$ cat config.mk
export PLATFORM = sky130hd
export DESIGN_NAME = umsbg_core
export DESIGN_NICKNAME = d
export VERILOG_FILES = /design/src/verilog/umsbg_pkg.sv /design/src/verilog/umsbg_core.sv
export VERILOG_INCLUDE_DIRS = /design/src /design/src/verilog
export SDC_FILE = /design/constraint.sdc
export NUM_CORES = 1
export LEC_CHECK = 0
export ABC_AREA = 1
export BUFFER_PORTS_ARGS = -buffer_cell sky130_fd_sc_hd__clkbuf_2
export CAP_MARGIN = 10
export CELL_PAD_IN_SITES_DETAIL_PLACEMENT = 0
export CELL_PAD_IN_SITES_GLOBAL_PLACEMENT = 1
export CORE_MARGIN = 10
export CORE_UTILIZATION = 40
export DETAILED_ROUTE_END_ITERATION = 10
export PLACE_DENSITY = 0.74
export REMOVE_ABC_BUFFERS = 1
export SYNTH_ARGS = -nofsm -noshare
export SYNTH_HDL_FRONTEND = slang
export SYNTH_SLANG_ARGS = --single-unit
$ cat constraint.sdc
create_clock -name clk -period 7.6 [get_ports clk]
set_clock_uncertainty 0.15 [all_clocks]
set_input_delay 0.76 -clock clk [delete_from_list [all_inputs] [get_ports clk]]
set_output_delay 0.76 -clock clk [all_outputs]
set_load 0.02 [all_outputs]
$ cat src/verilog/umsbg_defs.svh
// Register offsets, field positions, reset values and timing constants.
`ifndef UMSBG_DEFS_SVH
`define UMSBG_DEFS_SVH

// ****************************************************************
// Register offsets on the 3-bit register port
// ****************************************************************
`define UMSBG_OFS_DIV_LOW      3'h0
`define UMSBG_OFS_DIV_HIGH     3'h1
`define UMSBG_OFS_STATUS       3'h6
`define UMSBG_OFS_SCRATCH      3'h7

// ****************************************************************
// Status register fields and reset values
// ****************************************************************
`define UMSBG_FLAG_CTS         0
`define UMSBG_FLAG_DSR         1
`define UMSBG_FLAG_RING        2
`define UMSBG_FLAG_DCD         3
`define UMSBG_LINE_CTS         0
`define UMSBG_LINE_DSR         1
`define UMSBG_LINE_RING        2
`define UMSBG_LINE_DCD         3
`define UMSBG_RST_FLAGS        4'h0
`define UMSBG_RST_PINS_N       4'hf
`define UMSBG_RST_LINES        4'h0
`define UMSBG_RST_SCRATCH      8'h00
`define UMSBG_RST_DIVISOR      16'h0000
`define UMSBG_RD_NONE          8'h00

// ****************************************************************
// Divisor decoding
// ****************************************************************
`define UMSBG_DIV_ZERO         16'h0000
`define UMSBG_DIV_ONE          16'h0001
`define UMSBG_DIV_TWO          16'h0002
`define UMSBG_DIV_ZERO_EFF     16'h0003
`define UMSBG_DIV_HS_X2        16'h8002
`define UMSBG_DIV_HS_X4        16'h8001
`define UMSBG_WAVE_LOW_TICKS   16'h0002

// ****************************************************************
// Clock rates in Hz and the phase step for each reference clock
// ****************************************************************
`define UMSBG_CLK_HZ           64'd100000000
`define UMSBG_REF_STD_HZ       64'd1846200
`define UMSBG_REF_X2_HZ        64'd3686400
`define UMSBG_REF_X4_HZ        64'd7372800
`define UMSBG_PHASE_ONE        64'h0000000100000000
`define UMSBG_NCO_STEP(f) (((f) * 64'd2 * `UMSBG_PHASE_ONE) / `UMSBG_CLK_HZ)
`define UMSBG_ACC_RST          32'h00000000

`endif

$ cat src/verilog/umsbg_pkg.sv
// Types shared by the modem status and baud generator block.
`default_nettype none
package umsbg_pkg;

	// Modem lines in status bit order: carrier, ring, set ready, cts.
	typedef struct packed {
		logic carrier;
		logic ring;
		logic setReady;
		logic clearToSend;
	} umsbg_modem_type;

	// Modem control bits from the control register of the port.
	typedef struct packed {
		logic loopback;
		logic userOutputTwo;
		logic userOutputOne;
		logic requestToSend;
		logic terminalReady;
	} umsbg_ctrl_type;

	// Reference clock that feeds the baud divider.
	typedef enum logic [2:0] {
		UMSBG_REF_STD = 3'b001,
		UMSBG_REF_X2  = 3'b010,
		UMSBG_REF_X4  = 3'b100
	} umsbg_ref_type;

	// Decoded divisor: reference choice and effective count.
	typedef struct packed {
		umsbg_ref_type refSel;
		logic [15:0]   count;
	} umsbg_div_type;

endpackage
`default_nettype wire

$ cat src/verilog/umsbg_core.sv
// Modem status register, scratch register and baud rate generator.
`include "umsbg_defs.svh"
`timescale 1ns/10ps
`default_nettype none

module umsbg_core (
	input  wire logic                     clk,
	input  wire logic                     rst_n,
	input  wire logic [2:0]               regAddr,
	input  wire logic [7:0]               regWrData,
	input  wire logic                     regWrite,
	input  wire logic                     regRead,
	output logic      [7:0]               regRdData_r,
	input  wire umsbg_pkg::umsbg_modem_type modemPins_n,
	input  wire umsbg_pkg::umsbg_ctrl_type  modemCtrl,
	input  wire logic                     divisorAccessSelect,
	input  wire logic                     highSpeedSel,
	output logic                          modemStatusIrq_r,
	output logic                          baud16En_r,
	output logic                          baudWave_r
);

	// ****************************************************************
	// Constants and helpers
	// ****************************************************************

	// Phase steps: two overflows per reference clock period.
	localparam logic [63:0] STEP_STD_W = `UMSBG_NCO_STEP(`UMSBG_REF_STD_HZ);
	localparam logic [63:0] STEP_X2_W  = `UMSBG_NCO_STEP(`UMSBG_REF_X2_HZ);
	localparam logic [63:0] STEP_X4_W  = `UMSBG_NCO_STEP(`UMSBG_REF_X4_HZ);
	localparam logic [31:0] STEP_STD   = STEP_STD_W[31:0];
	localparam logic [31:0] STEP_X2    = STEP_X2_W[31:0];
	localparam logic [31:0] STEP_X4    = STEP_X4_W[31:0];

	// Turns the latched divisor and speed bit into reference and count.
	function automatic umsbg_pkg::umsbg_div_type decodeDivisor(
		input logic [15:0] divisor,
		input logic        highSpeed
	);
		umsbg_pkg::umsbg_div_type res;
		res.refSel = umsbg_pkg::UMSBG_REF_STD;
		res.count  = divisor;
		if (highSpeed && divisor == `UMSBG_DIV_HS_X2) begin
			res.refSel = umsbg_pkg::UMSBG_REF_X2;
			res.count  = `UMSBG_DIV_ONE;
		end else if (highSpeed && divisor == `UMSBG_DIV_HS_X4) begin
			res.refSel = umsbg_pkg::UMSBG_REF_X4;
			res.count  = `UMSBG_DIV_ONE;
		end else if (divisor == `UMSBG_DIV_ZERO) begin
			res.count = `UMSBG_DIV_ZERO_EFF;
		end
		return res;
	endfunction

	// True when the register port addresses the given offset.
	function automatic logic hits(
		input logic [2:0] addr,
		input logic [2:0] ofs
	);
		return addr == ofs;
	endfunction

	// ****************************************************************
	// Declarations
	// ****************************************************************
	logic [3:0]               pinsMeta_r;
	logic [3:0]               pinsSync_r;
	logic [3:0]               lineNow;
	logic [3:0]               linePrev_r;
	logic [3:0]               flagSet;
	logic [3:0]               flags_r;
	logic [3:0]               flags_nxt;
	logic                     statusRead;
	logic [7:0]               scratch_r;
	logic [7:0]               divLow_r;
	logic [7:0]               divHigh_r;
	logic                     divWrite;
	logic                     reload_r;
	umsbg_pkg::umsbg_div_type divDec;
	logic [31:0]              phaseStep;
	logic [31:0]              phaseAcc_r;
	logic [32:0]              phaseSum;
	logic                     halfTick_r;
	logic                     refPhase_r;
	logic                     refPhase_nxt;
	logic                     refRise;
	logic [15:0]              baudCnt_r;
	logic [15:0]              baudCnt_nxt;
	logic                     terminal;
	logic                     wave_nxt;
	logic [7:0]               rdData_nxt;

	// ****************************************************************
	// Modem input synchronisers
	// ****************************************************************

	// two-stage pin sync
	// Each pin passes two flops; only the second stage is read.
	genvar gi;
	generate
		for (gi = 0; gi < 4; gi++) begin : g_sync
			always_ff @(posedge clk or negedge rst_n) begin
				if (!rst_n) begin
					pinsMeta_r[gi] <= 1'b1;
					pinsSync_r[gi] <= 1'b1;
				end else begin
					pinsMeta_r[gi] <= modemPins_n[gi];
					pinsSync_r[gi] <= pinsMeta_r[gi];
				end
			end
		end
	endgenerate

	// ****************************************************************
	// Line state and loopback substitution
	// ****************************************************************

	// loopback line source
	// In loopback the pins are ignored and the control bits stand in.
	always_comb begin
		if (modemCtrl.loopback) begin
			lineNow[`UMSBG_LINE_CTS]  = modemCtrl.requestToSend;
			lineNow[`UMSBG_LINE_DSR]  = modemCtrl.terminalReady;
			lineNow[`UMSBG_LINE_RING] = modemCtrl.userOutputOne;
			lineNow[`UMSBG_LINE_DCD]  = modemCtrl.userOutputTwo;
		end else begin
			lineNow = ~pinsSync_r;
		end
	end

	// Previous sample of the effective lines, compared every cycle.
	always_ff @(posedge clk or negedge rst_n) begin
		if (!rst_n) begin
			linePrev_r <= `UMSBG_RST_LINES;
		end else begin
			linePrev_r <= lineNow;
		end
	end

	// ****************************************************************
	// Change flags and modem status interrupt
	// ****************************************************************

	// compare consecutive samples
	// Each transition (for ring only a fall) shows for exactly one cycle as a set request.
	always_comb begin
		flagSet[`UMSBG_FLAG_CTS] = lineNow[`UMSBG_LINE_CTS] ^
			linePrev_r[`UMSBG_LINE_CTS];
		flagSet[`UMSBG_FLAG_DSR] = lineNow[`UMSBG_LINE_DSR] ^
			linePrev_r[`UMSBG_LINE_DSR];
		flagSet[`UMSBG_FLAG_RING] = linePrev_r[`UMSBG_LINE_RING] &
			~lineNow[`UMSBG_LINE_RING];
		flagSet[`UMSBG_FLAG_DCD] = lineNow[`UMSBG_LINE_DCD] ^
			linePrev_r[`UMSBG_LINE_DCD];
	end

	assign statusRead = regRead && hits(regAddr, `UMSBG_OFS_STATUS);

	// clear on status read
	// A change in the read cycle survives, since set beats clear.
	assign flags_nxt = (flags_r & {4{~statusRead}}) | flagSet;

	// Sticky change flags.
	always_ff @(posedge clk or negedge rst_n) begin
		if (!rst_n) begin
			flags_r <= `UMSBG_RST_FLAGS;
		end else begin
			flags_r <= flags_nxt;
		end
	end

	// interrupt from any flag
	// Registered so that it rises together with the flag.
	always_ff @(posedge clk or negedge rst_n) begin
		if (!rst_n) begin
			modemStatusIrq_r <= 1'b0;
		end else begin
			modemStatusIrq_r <= |flags_nxt;
		end
	end

	// ****************************************************************
	// Scratch and divisor latches
	// ****************************************************************

	// scratch byte store
	// Kept purely for software; nothing else reads it.
	always_ff @(posedge clk or negedge rst_n) begin
		if (!rst_n) begin
			scratch_r <= `UMSBG_RST_SCRATCH;
		end else if (regWrite && hits(regAddr, `UMSBG_OFS_SCRATCH)) begin
			scratch_r <= regWrData;
		end
	end

	// two byte latches
	// Both latches are only reachable with the access select bit set.
	always_ff @(posedge clk or negedge rst_n) begin
		if (!rst_n) begin
			divLow_r  <= 8'(`UMSBG_RST_DIVISOR);
			divHigh_r <= 8'(`UMSBG_RST_DIVISOR >> 8);
		end else if (regWrite && divisorAccessSelect) begin
			if (hits(regAddr, `UMSBG_OFS_DIV_LOW)) begin
				divLow_r <= regWrData;
			end
			if (hits(regAddr, `UMSBG_OFS_DIV_HIGH)) begin
				divHigh_r <= regWrData;
			end
		end
	end

	assign divWrite = regWrite && divisorAccessSelect &&
		(hits(regAddr, `UMSBG_OFS_DIV_LOW) ||
		hits(regAddr, `UMSBG_OFS_DIV_HIGH));

	// reload after latch write
	// Delayed one cycle so the counter loads the new latch value.
	always_ff @(posedge clk or negedge rst_n) begin
		if (!rst_n) begin
			reload_r <= 1'b1;
		end else begin
			reload_r <= divWrite;
		end
	end

	// ****************************************************************
	// Reference clock synthesis
	// ****************************************************************

	assign divDec = decodeDivisor({divHigh_r, divLow_r}, highSpeedSel);

	// reference rate select
	// Picks the phase step of the chosen reference clock.
	always_comb begin
		case (divDec.refSel)
			umsbg_pkg::UMSBG_REF_STD: begin
				phaseStep = STEP_STD;
			end
			umsbg_pkg::UMSBG_REF_X2: begin
				phaseStep = STEP_X2;
			end
			umsbg_pkg::UMSBG_REF_X4: begin
				phaseStep = STEP_X4;
			end
			default: begin
				phaseStep = STEP_STD;
			end
		endcase
	end

	assign phaseSum = {1'b0, phaseAcc_r} + {1'b0, phaseStep};

	// Phase accumulator; each overflow marks a reference half period.
	always_ff @(posedge clk or negedge rst_n) begin
		if (!rst_n) begin
			phaseAcc_r <= `UMSBG_ACC_RST;
			halfTick_r <= 1'b0;
		end else if (reload_r) begin
			phaseAcc_r <= `UMSBG_ACC_RST;
			halfTick_r <= 1'b0;
		end else begin
			phaseAcc_r <= phaseSum[31:0];
			halfTick_r <= phaseSum[32];
		end
	end

	assign refPhase_nxt = reload_r ? 1'b0 : (refPhase_r ^ halfTick_r);
	assign refRise      = halfTick_r && !refPhase_r && !reload_r;

	// Level of the synthesised reference clock.
	always_ff @(posedge clk or negedge rst_n) begin
		if (!rst_n) begin
			refPhase_r <= 1'b0;
		end else begin
			refPhase_r <= refPhase_nxt;
		end
	end

	// ****************************************************************
	// Baud divider
	// ****************************************************************

	// programmable down counter
	// Counts reference rising edges from the effective count down to one.
	always_comb begin
		terminal    = 1'b0;
		baudCnt_nxt = baudCnt_r;
		if (reload_r) begin
			baudCnt_nxt = divDec.count;
		end else if (refRise) begin
			if (baudCnt_r <= `UMSBG_DIV_ONE) begin
				terminal    = 1'b1;
				baudCnt_nxt = divDec.count;
			end else begin
				baudCnt_nxt = baudCnt_r - `UMSBG_DIV_ONE;
			end
		end
	end

	// Divider state.
	always_ff @(posedge clk or negedge rst_n) begin
		if (!rst_n) begin
			baudCnt_r <= `UMSBG_DIV_ZERO_EFF;
		end else begin
			baudCnt_r <= baudCnt_nxt;
		end
	end

	always_ff @(posedge clk or negedge rst_n) begin
		if (!rst_n) begin
			baud16En_r <= 1'b0;
		end else begin
			baud16En_r <= terminal;
		end
	end

	// Shape of the divider output as a level, for observation.
	always_comb begin
		if (divDec.count == `UMSBG_DIV_ONE) begin
			wave_nxt = ~refPhase_nxt;
		end else if (divDec.count == `UMSBG_DIV_TWO) begin
			wave_nxt = baudCnt_nxt != `UMSBG_DIV_TWO;
		end else begin
			wave_nxt = baudCnt_nxt <= divDec.count -
				`UMSBG_WAVE_LOW_TICKS;
		end
	end

	// Registered waveform.
	always_ff @(posedge clk or negedge rst_n) begin
		if (!rst_n) begin
			baudWave_r <= 1'b0;
		end else begin
			baudWave_r <= wave_nxt;
		end
	end

	// ****************************************************************
	// Register read port
	// ****************************************************************

	// Read multiplexer; offsets owned elsewhere read as zero.
	always_comb begin
		rdData_nxt = `UMSBG_RD_NONE;
		case (regAddr)
			`UMSBG_OFS_DIV_LOW: begin
				if (divisorAccessSelect) begin
					rdData_nxt = divLow_r;
				end
			end
			`UMSBG_OFS_DIV_HIGH: begin
				if (divisorAccessSelect) begin
					rdData_nxt = divHigh_r;
				end
			end
			`UMSBG_OFS_STATUS: begin
				rdData_nxt = {lineNow, flags_r};
			end
			`UMSBG_OFS_SCRATCH: begin
				rdData_nxt = scratch_r;
			end
			default: begin
				rdData_nxt = `UMSBG_RD_NONE;
			end
		endcase
	end

	// Read data stands for the one cycle after the read strobe.
	always_ff @(posedge clk or negedge rst_n) begin
		if (!rst_n) begin
			regRdData_r <= `UMSBG_RD_NONE;
		end else if (regRead) begin
			regRdData_r <= rdData_nxt;
		end else begin
			regRdData_r <= `UMSBG_RD_NONE;
		end
	end

endmodule
`default_nettype wire

==> results of run 1 <==
[how the worst min path moves through the flow]
stage	start	end	slack, ns	depth (start not counted)
CTS	pinsMeta_r[1]	pinsSync_r[1]	0.21	0
global placement	pinsMeta_r[1]	pinsSync_r[1]	0.20	0
global route	pinsMeta_r[1]	pinsSync_r[1]	0.21	0
finish	pinsMeta_r[1]	pinsSync_r[1]	0.21	0
detailed placement	pinsMeta_r[1]	pinsSync_r[1]	0.20	0
floorplan	pinsMeta_r[0]	pinsSync_r[0]	0.20	0
[sequential cells by signal (all words and copies together) (netlist names)]
name,flops
phaseAcc_r,32
divHigh_r,8
regRdData_r,8
refPhase_r,1
reload_r,1
pinsSync_r,4
divLow_r,8
modemStatusIrq_r,1
pinsMeta_r,4
scratch_r,8
flags_r,4
baud16En_r,1
baudWave_r,1
linePrev_r,4
baudCnt_r,16
halfTick_r,1
[per-layer routing]
layer	up-vias	GRT usage, %	wire length, um
li1	3036	-	-
met1	2728	23.8	9080
met2	127	25.2	7970
met3	18	2.36	717
met4	0	5.10	249
met5	-	0	0
[worst max-delay path, stage by stage, from the launching register on]
cell and delay (ns):
sky130_fd_sc_hd__dfrtp_1 0.43, sky130_fd_sc_hd__nor3_1 0.47, sky130_fd_sc_hd__nor3b_1 0.38, sky130_fd_sc_hd__nand2_1 0.37
sky130_fd_sc_hd__inv_1 0.32, sky130_fd_sc_hd__nor2_1 0.14, sky130_fd_sc_hd__ha_1 0.39, sky130_fd_sc_hd__nand2_1 0.09
sky130_fd_sc_hd__o21ai_0 0.62, sky130_fd_sc_hd__nand2_1 0.10, sky130_fd_sc_hd__nand2_1 0.17, sky130_fd_sc_hd__nand4_1 0.11
sky130_fd_sc_hd__nand2_1 0.13, sky130_fd_sc_hd__o21ai_0 0.08, sky130_fd_sc_hd__a21oi_1 0.13
[cell type report]
| class | count | area [um2] |
|---|---|---|
| repair buffers | 38 | 198 |
| clock buffers | 9 | 225 |
| inverters | 115 | 432 |
| clock inverters | 7 | 93.8 |
| multi-input cells | 662 | 3690 |
| flip-flops and latches | 102 | 2570 |
| well taps | 220 | 275 |
| fillers | 1762 | 9110 |
[power by group through the flow]
stage	sequential, mW	combinational [mW]	clock (mW)
finish	0.816	1.26	0.496
global route	0.837	1.45	0.532
CTS	0.817	1.26	0.505
detailed placement	0.827	1.25	0
global placement	0.828	1.25	0
floorplan	0.799	0.956	0
[kinds of logic (layout without fill, tap and decap cells)]
family / Yosys count / in the layout
XOR/XNOR: 26 / 26
adder cells (fa/ha/maj): 47 / 47
AO/OA/AOI/OAI: 184 / 184
buffers and inverters: 127 / 169
AND/OR/NAND/NOR: 405 / 405
flip-flops: 102 / 102
[cell usage in the layout (no fill, tap or decap), types with 3 or more instances in the layout]
| cell type | Yosys | final |
|---|---|---|
| sky130_fd_sc_hd__nand2_1 | 189 | 189 |
| sky130_fd_sc_hd__clkbuf_2 | 0 | 35 |
| sky130_fd_sc_hd__nand4_1 | 16 | 16 |
| sky130_fd_sc_hd__inv_2 | 4 | 4 |
| sky130_fd_sc_hd__xnor2_1 | 8 | 8 |
| sky130_fd_sc_hd__nor4_1 | 6 | 6 |
| sky130_fd_sc_hd__nor2_4 | 6 | 6 |
| sky130_fd_sc_hd__clkbuf_16 | 0 | 9 |
| sky130_fd_sc_hd__buf_4 | 1 | 3 |
| sky130_fd_sc_hd__nand3_1 | 37 | 37 |
| sky130_fd_sc_hd__xor2_1 | 18 | 18 |
| sky130_fd_sc_hd__o21ai_0 | 69 | 69 |
| sky130_fd_sc_hd__clkinv_8 | 0 | 3 |
| sky130_fd_sc_hd__nor2_1 | 105 | 105 |
| sky130_fd_sc_hd__a31oi_1 | 5 | 5 |
| sky130_fd_sc_hd__dfrtp_1 | 91 | 91 |
| sky130_fd_sc_hd__o21bai_1 | 6 | 6 |
| sky130_fd_sc_hd__a221oi_1 | 3 | 3 |
| sky130_fd_sc_hd__inv_1 | 111 | 111 |
| sky130_fd_sc_hd__nor3_1 | 12 | 12 |
| sky130_fd_sc_hd__nor2_2 | 8 | 8 |
| sky130_fd_sc_hd__ha_1 | 47 | 47 |
| sky130_fd_sc_hd__a22oi_1 | 5 | 5 |
| sky130_fd_sc_hd__a21oi_1 | 68 | 68 |
| sky130_fd_sc_hd__dfstp_2 | 11 | 11 |
| sky130_fd_sc_hd__nand2_2 | 7 | 7 |
| sky130_fd_sc_hd__o21ai_1 | 7 | 7 |
| sky130_fd_sc_hd__o22ai_1 | 7 | 7 |
| sky130_fd_sc_hd__nand2_4 | 5 | 5 |
| sky130_fd_sc_hd__a21o_1 | 4 | 4 |
==> impl_results.rst, run 1 <==
.. list-table::
   :header-rows: 1

   * - Metric
     - Value
   * - Antenna Violating Nets Remaining
     - 0
   * - Leak Pwr
     - 3.69 nW
   * - Setup-failing EPs final
     - 0
   * - Fin Hold WS
     - 0.210 ns
   * - Most common library cells after synthesis
     - sky130_fd_sc_hd__nand2_1 (189), sky130_fd_sc_hd__inv_1 (111), sky130_fd_sc_hd__nor2_1 (105), sky130_fd_sc_hd__dfrtp_1 (91), sky130_fd_sc_hd__o21ai_0 (69)
   * - Die width
     - 150 um
   * - Insertion delay of the later-clocked pin in the worst-skew pair
     - 0.37 ns
   * - CTS tree
     - done
   * - Crit path to
     - phaseAcc_r[31]
   * - Most area-hungry cell type in the Yosys netlist
     - sky130_fd_sc_hd__dfrtp_1
   * - Final hold violations
     - 0
   * - Element type at the critical path end
     - flop
   * - Number of gates given a new drive strength after cts
     - 0
   * - Adder and majority cell fraction of the synthesized area
     - 8.71%
   * - Seq pwr share
     - 31.7%
   * - # placed instances
     - 1,137
   * - Via/cell ratio
     - 5.12
   * - Clock-pin slew on the worst setup and hold paths
     - 0.09 ns
   * - Layout overhead on the synthesized area
     - 10.7%
   * - Total Negative Setup Slacks
     - 0 ns
   * - Total setup buffers inserted after CTS
     - 0
   * - Maximum number of pins on one net before global-route repair
     - 62
   * - Fraction of synthesized area in multiplexers
     - 0%
   * - Height of the die
     - 150 um
   * - Layout Cell Area excl Fill
     - 7480 um2
   * - Worst setup slack before clock tree synthesis
     - 3.49 ns
   * - Worst R2R Setup Slack
     - 3.44 ns
   * - Number of H-tree branching levels
     - 3
   * - Detail Placement HPWL
     - 14,200 um
   * - Slew of the pin with the lowest slew margin
     - 0.809 ns
   * - Number of detailed-routing iterations run before antenna repair
     - 5
   * - WL final
     - 18,000 um
   * - Dominant cell by count in the synthesized netlist
     - sky130_fd_sc_hd__nand2_1
   * - RSZ-0062 raised after global routing
     - false
   * - CP Launch Point
     - divHigh_r[6]
   * - Initial standard-cell utilization of the core
     - 40.7%
   * - Capture point of the worst reg-to-reg path
     - phaseAcc_r[31]
   * - Endpoint required time on the critical path
     - 7.74 ns
   * - Via count of the first global-routing pass
     - 5,854
   * - Ratio of final minimum period to clock period
     - 54.7%
   * - Diode count
     - 0
   * - Global-route wire length before repair
     - 30,200 um
   * - Clock share of power
     - 19.3%
   * - Final core area utilization
     - 45.1%
   * - Worst min-delay path class
     - flop to flop
   * - Post-synthesis xor/xnor area fraction
     - 3.37%
   * - Routability congestion estimate from global placement
     - 0.885
   * - Number of synthesis warnings
     - 0
   * - Bufs on Longest Clock Path
     - 2
   * - Worst R2R Path Depth
     - 14
   * - Reported net switching power
     - 1.18 mW
   * - Netlist area before placement
     - 6750 um2
   * - Per-cell routed wire length
     - 15.6 um
   * - Register area share after synthesis
     - 38.0%
   * - Number of max-cap violations
     - 0
   * - Kind of start point of the critical path
     - flop
   * - Number of flops mapped to enable cells by yosys
     - 0
   * - Data arrival time of the worst path
     - 4.30 ns
   * - Minimum setup slack in the final design
     - 3.44 ns
   * - Slew Viols, Final
     - 0
   * - Total power consumption of the routed design
     - 2.57 mW
   * - Power density over cell area
     - 344 nW/um2
   * - Fraction of power consumed by combinational cells
     - 48.9%
   * - Kind of critical path
     - flop to flop
   * - Grt ovf
     - 0
   * - Maximum net fanout on the critical path
     - 7
   * - Syn avg cell area
     - 7.58 um2
   * - Clock Tree Root
     - sky130_fd_sc_hd__clkbuf_16
   * - Number of standard cells after synthesis
     - 891
   * - Internal power of the cells
     - 1.39 mW
   * - Initial antenna violation count
     - 0
   * - Number of vias after detailed routing
     - 5,909
   * - Ports placed on the boundary
     - 37
   * - Count of hold-fix buffers inserted at cts
     - 0
   * - Num CTS Buffers
     - 9
   * - Main area contributors after synthesis
     - sky130_fd_sc_hd__dfrtp_1 (34%), sky130_fd_sc_hd__nand2_1 (11%), sky130_fd_sc_hd__ha_1 (8.7%)
   * - Share of the synthesized area in the top cell type
     - 33.7%
   * - Outcome
     - complete, no violations
   * - Port bufs
     - 36
   * - Cell area reported after detailed placement
     - 7160 um2
   * - Post-synth cell types
     - 50
   * - Most common flop cell mapped by yosys
     - sky130_fd_sc_hd__dfrtp_1
   * - Maximum vdd drop
     - 0.148 mV
   * - Clock Sinks
     - 102
   * - Global routing usage summed across all routing layers
     - 16.6%
   * - Async S/R FF share, synth
     - 100%
   * - Reg-to-reg critical path startpoint
     - divHigh_r[6]
   * - Final #Nets
     - 1,001
   * - Final standard cell count with taps included and fillers excluded
     - 1,153
   * - Top achievable clock speed
     - 240 MHz
   * - Area fraction in and, or, nand and nor cells after synthesis
     - 27.5%
   * - Largest family of logic cells by synthesized area
     - simple AND/OR/NAND/NOR gates
   * - Synth Register Bits
     - 102
   * - Switching power as a share of total power
     - 46.0%
   * - Share of cells above drive strength 1
     - 11.3%
   * - Die area
     - 22,500 um2
   * - Core footprint
     - 16,600 um2
   * - # DRC
     - 0
   * - Slew margin rel.
     - 46.0%
   * - Detailed router's first-iteration violation count
     - 401
   * - Row Count
     - 47
   * - Final critical path time including I/O delays and setup
     - 4.16 ns
   * - Share of the synthesized area in compound gates (AO/OA/AOI/OAI)
     - 15.0%
No activity file was read; power rests on OpenSTA's default activity.
==> run 2: changes to the inputs <==
- clock period: 7.6 -> 3.85 ns (I/O delays scaled with it)
==> impl_results.rst, run 2 (same netlist as run 1, synthesis figures left out) <==
.. list-table::
   :header-rows: 1

   * - Metric
     - Value
   * - Share of cells above drive strength 1
     - 15.2% (was 11.3%)
   * - Detail Placement HPWL
     - 14,300 um (was 14,200 um)
   * - Most frequent cells in the layout
     - sky130_fd_sc_hd__nand2_1 (189), sky130_fd_sc_hd__inv_1 (110), sky130_fd_sc_hd__nor2_1 (101) (was sky130_fd_sc_hd__nand2_1 (189), sky130_fd_sc_hd__inv_1 (111), sky130_fd_sc_hd__nor2_1 (105))
   * - Clock-pin slew on the worst setup and hold paths
     - 0.08 ns (was 0.09 ns)
   * - Met2 track demand over resource
     - 25.1% (was 25.2%)
   * - Top achievable clock speed
     - 283 MHz (was 240 MHz)
   * - Global routing usage summed across all routing layers
     - 16.4% (was 16.6%)
   * - Final #Nets
     - 1,031 (was 1,001)
   * - Ports placed on the boundary
     - 37 (unchanged)
   * - Num CTS Buffers
     - 9 (unchanged)
   * - Crit path buffers/inverters
     - 1 (unchanged)
   * - Setup-failing EPs final
     - 0 (unchanged)
   * - Maximum vdd drop
     - 0.272 mV (was 0.148 mV)
   * - Insertion delay of the later-clocked pin in the worst-skew pair
     - 0.37 ns (about the same)
   * - Clock Tree Root
     - sky130_fd_sc_hd__clkbuf_16 (unchanged)
   * - Die area
     - 22,500 um2 (unchanged)
   * - # placed instances
     - 1,158 (was 1,137)
   * - Worst-path cell with the longest stage delay
     - sky130_fd_sc_hd__dfrtp_2 (was sky130_fd_sc_hd__o21ai_0)
   * - Outcome
     - complete, no violations (unchanged)
   * - Clock Sinks
     - 102 (unchanged)
   * - Antenna Violating Nets Remaining
     - 0 (unchanged)
   * - Initial antenna violation count
     - 0 (unchanged)
   * - Most frequent cell on the critical path
     - sky130_fd_sc_hd__nand2_1 (unchanged)
   * - Delay of the slowest cell on the worst path
     - 0.43 ns (was 0.62 ns)
   * - Endpoint required time on the critical path
     - 3.96 ns (was 7.74 ns)
   * - Worst R2R Setup Slack
     - 0.32 ns (was 3.44 ns)
   * - Data arrival time of the worst path
     - 3.64 ns (was 4.30 ns)
   * - Dominant delay contributor by cell family on the critical path
     - simple AND/OR/NAND/NOR gates (unchanged)
   * - Diode count
     - 0 (unchanged)
   * - Via count of the first global-routing pass
     - 5,785 (was 5,854)
   * - Core footprint
     - 16,600 um2 (unchanged)
   * - Global-route wire length before repair
     - 29,600 um (was 30,200 um)
   * - Terminating pin of the worst hold path
     - reload_r (was pinsSync_r[1])
   * - Number of vias after detailed routing
     - 6,009 (was 5,909)
   * - # DRC
     - 0 (unchanged)
   * - Number of max-cap violations
     - 0 (unchanged)
   * - Detailed router's first-iteration violation count
     - 328 (was 401)
   * - Final standard cell count with taps included and fillers excluded
     - 1,183 (was 1,153)
   * - Leak Pwr
     - 3.84 nW (was 3.69 nW)
   * - Via/cell ratio
     - 5.08 (was 5.12)
   * - Register bank with the most flops
     - phaseAcc_r (unchanged)
   * - Kind of critical path
     - flop to flop (unchanged)
   * - Worst R2R Path Depth
     - 23 (was 14)
   * - Maximum net fanout on the critical path
     - 9 (was 7)
   * - Registers with the most flip-flops
     - phaseAcc_r x32, baudCnt_r x16 (unchanged)
   * - Layout fillers
     - 1,716 (was 1,762)
   * - Row Count
     - 47 (unchanged)
   * - Slew of the pin with the lowest slew margin
     - 0.646 ns (was 0.809 ns)
   * - Grt ovf
     - 0 (unchanged)
   * - WL final
     - 18,100 um (was 18,000 um)
   * - Port bufs
     - 36 (unchanged)
   * - Slew margin rel.
     - 56.5% (was 46.0%)
   * - Final critical path time including I/O delays and setup
     - 3.53 ns (was 4.16 ns)
   * - CTS tree
     - done (unchanged)
   * - Bufs on Longest Clock Path
     - 2 (unchanged)
   * - Ratio of final minimum period to clock period
     - 91.7% (was 54.7%)
   * - Per-cell routed wire length
     - 15.3 um (was 15.6 um)
   * - Power density over cell area
     - 662 nW/um2 (was 344 nW/um2)
   * - Maximum number of pins on one net before global-route repair
     - 38 (was 62)
   * - Met1 GRT Util
     - 23.2% (was 23.8%)
   * - Layout overhead on the synthesized area
     - 15.5% (was 10.7%)
   * - Gr busiest metal
     - met2 (unchanged)
   * - Initial standard-cell utilization of the core
     - 40.7% (unchanged)
   * - Number of H-tree branching levels
     - 3 (unchanged)
   * - Instance count along the most critical hold path
     - 3 (was 0)
   * - Largest register FFs
     - 32 (unchanged)
   * - Final core area utilization
     - 47.0% (was 45.1%)
   * - Capture point of the worst reg-to-reg path
     - baudWave_r (was phaseAcc_r[31])
   * - Kind of start point of the critical path
     - flop (unchanged)
   * - Hold_sp
     - regWrite (was pinsMeta_r[1])
   * - Cell Chain, Critical Path
     - nor2_4 > nand2_4 > buf_4 > nor2_1 > nand2_1 > nand2_1 > nand2_2 > ha_2 > nand3_2 > nor4_4 > nand3_2 > nor2_2 > nand2_1 > xnor2_1 > ha_1 > nand2_1 > nor2_2 > nand4_1 > a31o_2 > a21oi_1 > a21oi_1 > nand2_1 > nand2_1 (was nor3_1 > nor3b_1 > nand2_1 > inv_1 > nor2_1 > ha_1 > nand2_1 > o21ai_0 > nand2_1 > nand2_1 > nand4_1 > nand2_1 > o21ai_0 > a21oi_1)
   * - Die width
     - 150 um (unchanged)
   * - Total power consumption of the routed design
     - 5.16 mW (was 2.57 mW)
   * - Multi-input combinational cell area
     - 3770 um2 (was 3690 um2)
   * - Final hold violations
     - 0 (unchanged)
   * - Leading cell type in the layout, fill and taps excluded
     - sky130_fd_sc_hd__nand2_1 (unchanged)
   * - Number of detailed-routing iterations run before antenna repair
     - 5 (unchanged)
   * - Reg-to-reg critical path startpoint
     - divLow_r[4] (was divHigh_r[6])
   * - Element type at the critical path end
     - flop (unchanged)
   * - Met3 Track Usage GR
     - 2.93% (was 2.36%)
   * - Sequential cell area in the final layout
     - 2570 um2 (about the same)
   * - Worst min-delay path class
     - input port to flop (was flop to flop)
   * - Height of the die
     - 150 um (unchanged)
   * - Slew Viols, Final
     - 0 (unchanged)
   * - Routability congestion estimate from global placement
     - 0.867 (was 0.885)
## run 2: worst max-delay path by stage
| stage | start | slack, ns | depth (start not counted) | end |
|---|---|---|---|---|
| after floorplan | divLow_r[6] | 0.34 | 21 | baudWave_r |
| after global placement | divHigh_r[2] | 0.13 | 21 | baudWave_r |
| after detailed placement | divHigh_r[2] | -0.01 | 21 | baudWave_r |
| after CTS | divHigh_r[2] | 0.11 | 21 | baudWave_r |
| after global routing | divLow_r[0] | -0.009 | 21 | baudWave_r |
| final | divLow_r[4] | 0.32 | 23 | baudWave_r |
## run 2: report_power, final
part           total (mW)  internal [mW]  leakage, nW  switching (mW)
logic                2.60          0.941         2.46            1.66
clock network       0.973          0.474        0.154           0.498
registers            1.59           1.39         1.22           0.195
## run 2: tightest hold or removal path, cell delays in order
cell and delay, ns:
sky130_fd_sc_hd__clkbuf_2 0.09, sky130_fd_sc_hd__nand2_1 0.09, sky130_fd_sc_hd__nor2_1 0.05
## run 2: timing repair
action,4_1_cts,5_1_grt
hold buffers,5,0
gates resized for setup,1,20
gates cloned,0,0
buffers inserted,0,4
setup endpoints to repair,1,9
endpoints found under the hold margin,31,0
pin swaps,0,5
## run 2: per-stage QoR
step	instance area [um2]	hold slack, ns	setup WS [ns]	setup TNS, ns
3_5_place_dp	7310	0.198	-0.0144	-0.0144
4_1_cts	7690	0.0639	0.109	0
5_1_grt	7800	0.0901	-0.00922	-0.00922
6_report	7800	0.0884	0.319	0
3_3_place_gp	7310	0.197	0.128	0
2_1_floorplan	6680	-0.0606	0.336	0
## run 2: per-layer routing
layer	wire length (um)	vias to the layer above
met5	0	-
met4	250	0
met3	719	19
met2	7990	127
met1	9120	2765
li1	-	3098
## run 2: area by class of cell
cell class                 count  share of cell area, %
clock inverter                 7                   1.20
timing repair buffer          68                   5.58
clock buffer                   9                   2.89
tap                          220                   3.53
multi-input combinational    662                   48.3
inverter                     115                   5.54
sequential                   102                   33.0
==> run 3: changes to the inputs <==
- HOLD_SLACK_MARGIN: unset -> 0.08
- clock period: 3.85 -> 3.3 ns (I/O delays scaled with it)
==> impl_results.rst, run 3 (same netlist as run 1, synthesis figures left out) <==
.. list-table::
   :header-rows: 1

   * - Metric
     - Value
   * - Crit path to
     - phaseAcc_r[28] (was baudWave_r)
   * - Leading cell type in the layout, fill and taps excluded
     - sky130_fd_sc_hd__nand2_1 (unchanged)
   * - Number of H-tree branching levels
     - 3 (unchanged)
   * - Number of max-cap violations
     - 0 (unchanged)
   * - Per-cell routed wire length
     - 14.6 um (was 15.3 um)
   * - Fin Hold WS
     - 0.139 ns (was 0.0884 ns)
   * - Registers with the most flip-flops
     - phaseAcc_r x32, baudCnt_r x16 (unchanged)
   * - Row Count
     - 47 (unchanged)
   * - Total power consumption of the routed design
     - 6.87 mW (was 5.16 mW)
   * - Maximum vdd drop
     - 0.420 mV (was 0.272 mV)
   * - Insertion delay of the later-clocked pin in the worst-skew pair
     - 0.36 ns (was 0.37 ns)
   * - Kind of critical path
     - flop to flop (unchanged)
   * - Grt ovf
     - 0 (unchanged)
   * - Detail Placement HPWL
     - 15,000 um (was 14,300 um)
   * - Slew margin rel.
     - 59.6% (was 56.5%)
   * - # DRC
     - 0 (unchanged)
   * - Final hold violations
     - 0 (unchanged)
   * - Via/cell ratio
     - 4.88 (was 5.08)
   * - Register bank with the most flops
     - phaseAcc_r (unchanged)
   * - Maximum net fanout on the critical path
     - 6 (was 9)
   * - Final core area utilization
     - 53.0% (was 47.0%)
   * - Ports placed on the boundary
     - 37 (unchanged)
   * - RSZ-0062 raised after global routing
     - true
   * - Largest register FFs
     - 32 (unchanged)
   * - Share of cells above drive strength 1
     - 26.6% (was 15.2%)
   * - Slew of the pin with the lowest slew margin
     - 0.603 ns (was 0.646 ns)
   * - CP Launch Point
     - divLow_r[2] (was divLow_r[4])
   * - Final critical path time including I/O delays and setup
     - 3.24 ns (was 3.53 ns)
   * - Die width
     - 150 um (unchanged)
   * - Bufs on Longest Clock Path
     - 2 (unchanged)
   * - Leak Pwr
     - 4.37 nW (was 3.84 nW)
   * - Detailed router's first-iteration violation count
     - 312 (was 328)
   * - Worst R2R Path Depth
     - 20 (was 23)
   * - Kind of start point of the critical path
     - flop (unchanged)
   * - Data arrival time of the worst path
     - 3.35 ns (was 3.64 ns)
   * - Most frequent cells in the layout
     - sky130_fd_sc_hd__nand2_1 (181), sky130_fd_sc_hd__buf_4 (128), sky130_fd_sc_hd__inv_1 (108) (was sky130_fd_sc_hd__nand2_1 (189), sky130_fd_sc_hd__inv_1 (110), sky130_fd_sc_hd__nor2_1 (101))
   * - Clock Tree Root
     - sky130_fd_sc_hd__clkbuf_16 (unchanged)
   * - Maximum number of pins on one net before global-route repair
     - 65 (was 38)
   * - Global routing usage summed across all routing layers
     - 17.3% (was 16.4%)
   * - Clock-pin slew on the worst setup and hold paths
     - 0.08 ns (about the same)
   * - Routability congestion estimate from global placement
     - 0.843 (was 0.867)
   * - Slew Viols, Final
     - 0 (unchanged)
   * - Capture point of the worst reg-to-reg path
     - phaseAcc_r[28] (was baudWave_r)
   * - Final #Nets
     - 1,136 (was 1,031)
   * - Worst R2R Setup Slack
     - 0.06 ns (was 0.32 ns)
   * - WL final
     - 18,900 um (was 18,100 um)
   * - Layout fillers
     - 1,645 (was 1,716)
   * - Height of the die
     - 150 um (unchanged)
   * - Via count of the first global-routing pass
     - 6,292 (was 5,785)
   * - Core footprint
     - 16,600 um2 (unchanged)
   * - Outcome
     - complete, no violations (unchanged)
   * - Die area
     - 22,500 um2 (unchanged)
   * - Global-route wire length before repair
     - 31,200 um (was 29,600 um)
   * - Element type at the critical path end
     - flop (unchanged)
   * - Number of detailed-routing iterations run before antenna repair
     - 5 (unchanged)
   * - Initial antenna violation count
     - 1 (was 0)
   * - Power density over cell area
     - 782 nW/um2 (was 662 nW/um2)
   * - Setup-failing EPs final
     - 0 (unchanged)
   * - Number of vias after detailed routing
     - 6,287 (was 6,009)
   * - Layout overhead on the synthesized area
     - 30.1% (was 15.5%)
   * - Total Negative Setup Slacks
     - 0 ns (unchanged)
   * - Clock Sinks
     - 102 (unchanged)
   * - Ratio of final minimum period to clock period
     - 98.3% (was 91.7%)
   * - Port bufs
     - 36 (unchanged)
   * - Top achievable clock speed
     - 308 MHz (was 283 MHz)
   * - Initial standard-cell utilization of the core
     - 40.7% (unchanged)
   * - Endpoint required time on the critical path
     - 3.41 ns (was 3.96 ns)
   * - Reg-to-reg critical path startpoint
     - divLow_r[2] (was divLow_r[4])
   * - Worst min-delay path class
     - input port to flop (unchanged)
   * - CTS tree
     - done (unchanged)
   * - Num CTS Buffers
     - 9 (unchanged)
   * - Antenna Violating Nets Remaining
     - 0 (unchanged)
run 3: critical path: stages (launching register included):
cell and delay (ns):
sky130_fd_sc_hd__dfrtp_1 0.41, sky130_fd_sc_hd__nor2_4 0.12, sky130_fd_sc_hd__buf_4 0.15, sky130_fd_sc_hd__inv_1 0.08, sky130_fd_sc_hd__nor4_1 0.25, sky130_fd_sc_hd__nand2_1 0.15
sky130_fd_sc_hd__inv_2 0.10, sky130_fd_sc_hd__buf_4 0.11, sky130_fd_sc_hd__ha_1 0.15, sky130_fd_sc_hd__ha_1 0.18, sky130_fd_sc_hd__nand2_1 0.06, sky130_fd_sc_hd__nand2_1 0.06
sky130_fd_sc_hd__o21ai_1 0.10, sky130_fd_sc_hd__o21ai_2 0.17, sky130_fd_sc_hd__nand2_1 0.10, sky130_fd_sc_hd__nand2_1 0.12, sky130_fd_sc_hd__buf_4 0.13, sky130_fd_sc_hd__a21o_1 0.15
sky130_fd_sc_hd__nand4_1 0.17, sky130_fd_sc_hd__a21oi_1 0.17, sky130_fd_sc_hd__nor2_1 0.05
run 3: worst min-delay path by stage:
stage | from | depth (start not counted) | slack [ns] | endpoint
after floorplan | rst_n | 0 | -0.12 | baud16En_r
after global placement | rst_n | 1 | 0.19 | phaseAcc_r[15]
after detailed placement | rst_n | 1 | 0.19 | phaseAcc_r[15]
after CTS | modemCtrl[2] | 3 | 0.12 | linePrev_r[2]
after global routing | modemCtrl[2] | 3 | 0.14 | linePrev_r[2]
final | regWrData[2] | 3 | 0.14 | scratch_r[2]
run 3: cell type report:
| type | count | area, um2 | area share, % |
|---|---|---|---|
| Tap cell | 220 | 275 | 3.13 |
| Multi-Input combinational cell | 662 | 3940 | 44.9 |
| Clock buffer | 9 | 225 | 2.56 |
| Sequential cell | 102 | 2570 | 29.2 |
| Antenna cell | 1 | 2.50 | 0.0285 |
| Inverter | 115 | 432 | 4.91 |
| Timing Repair Buffer | 173 | 1250 | 14.2 |
| Clock inverter | 7 | 93.8 | 1.07 |
run 3: what timing repair did:
| action | CTS | global route |
|---|---|---|
| resized for setup | 19 | 50 |
| hold buffers | 6 | 0 |
| buffers inserted | 9 | 2 |
| pin swaps | 18 | 15 |
| endpoints found under the hold margin | 41 | 0 |
| endpoints found under the setup margin | 8 | 20 |
run 3: per-layer routing:
| metal | share of wire, % | track usage (%) | vias to the layer above |
|---|---|---|---|
| li1 | - | - | 3305 |
| met1 | 51 | 23.8 | 2883 |
| met2 | 45 | 27.3 | 77 |
| met3 | 2.5 | 2.51 | 22 |
| met4 | 1.8 | 5.54 | 0 |
| met5 | 0 | 0 | - |
run 3: through the flow:
step / std cells / area, um2 / setup WS, ns
finish: 1289 / 8780 / 0.0574
global route: 1289 / 8780 / -0.206
CTS: 1286 / 8590 / -0.0582
detailed placement: 1255 / 8060 / -0.224
global placement: 1255 / 8060 / -0.150
floorplan: 879 / 6680 / -0.214
run 3: power by group:
part           switching, mW  internal, mW  leakage [nW]  total, mW
logic                   2.18          1.71          2.99       3.89
clock network          0.577         0.553         0.154       1.13
registers              0.222          1.62          1.23       1.85
total                   2.98          3.89          4.37       6.87
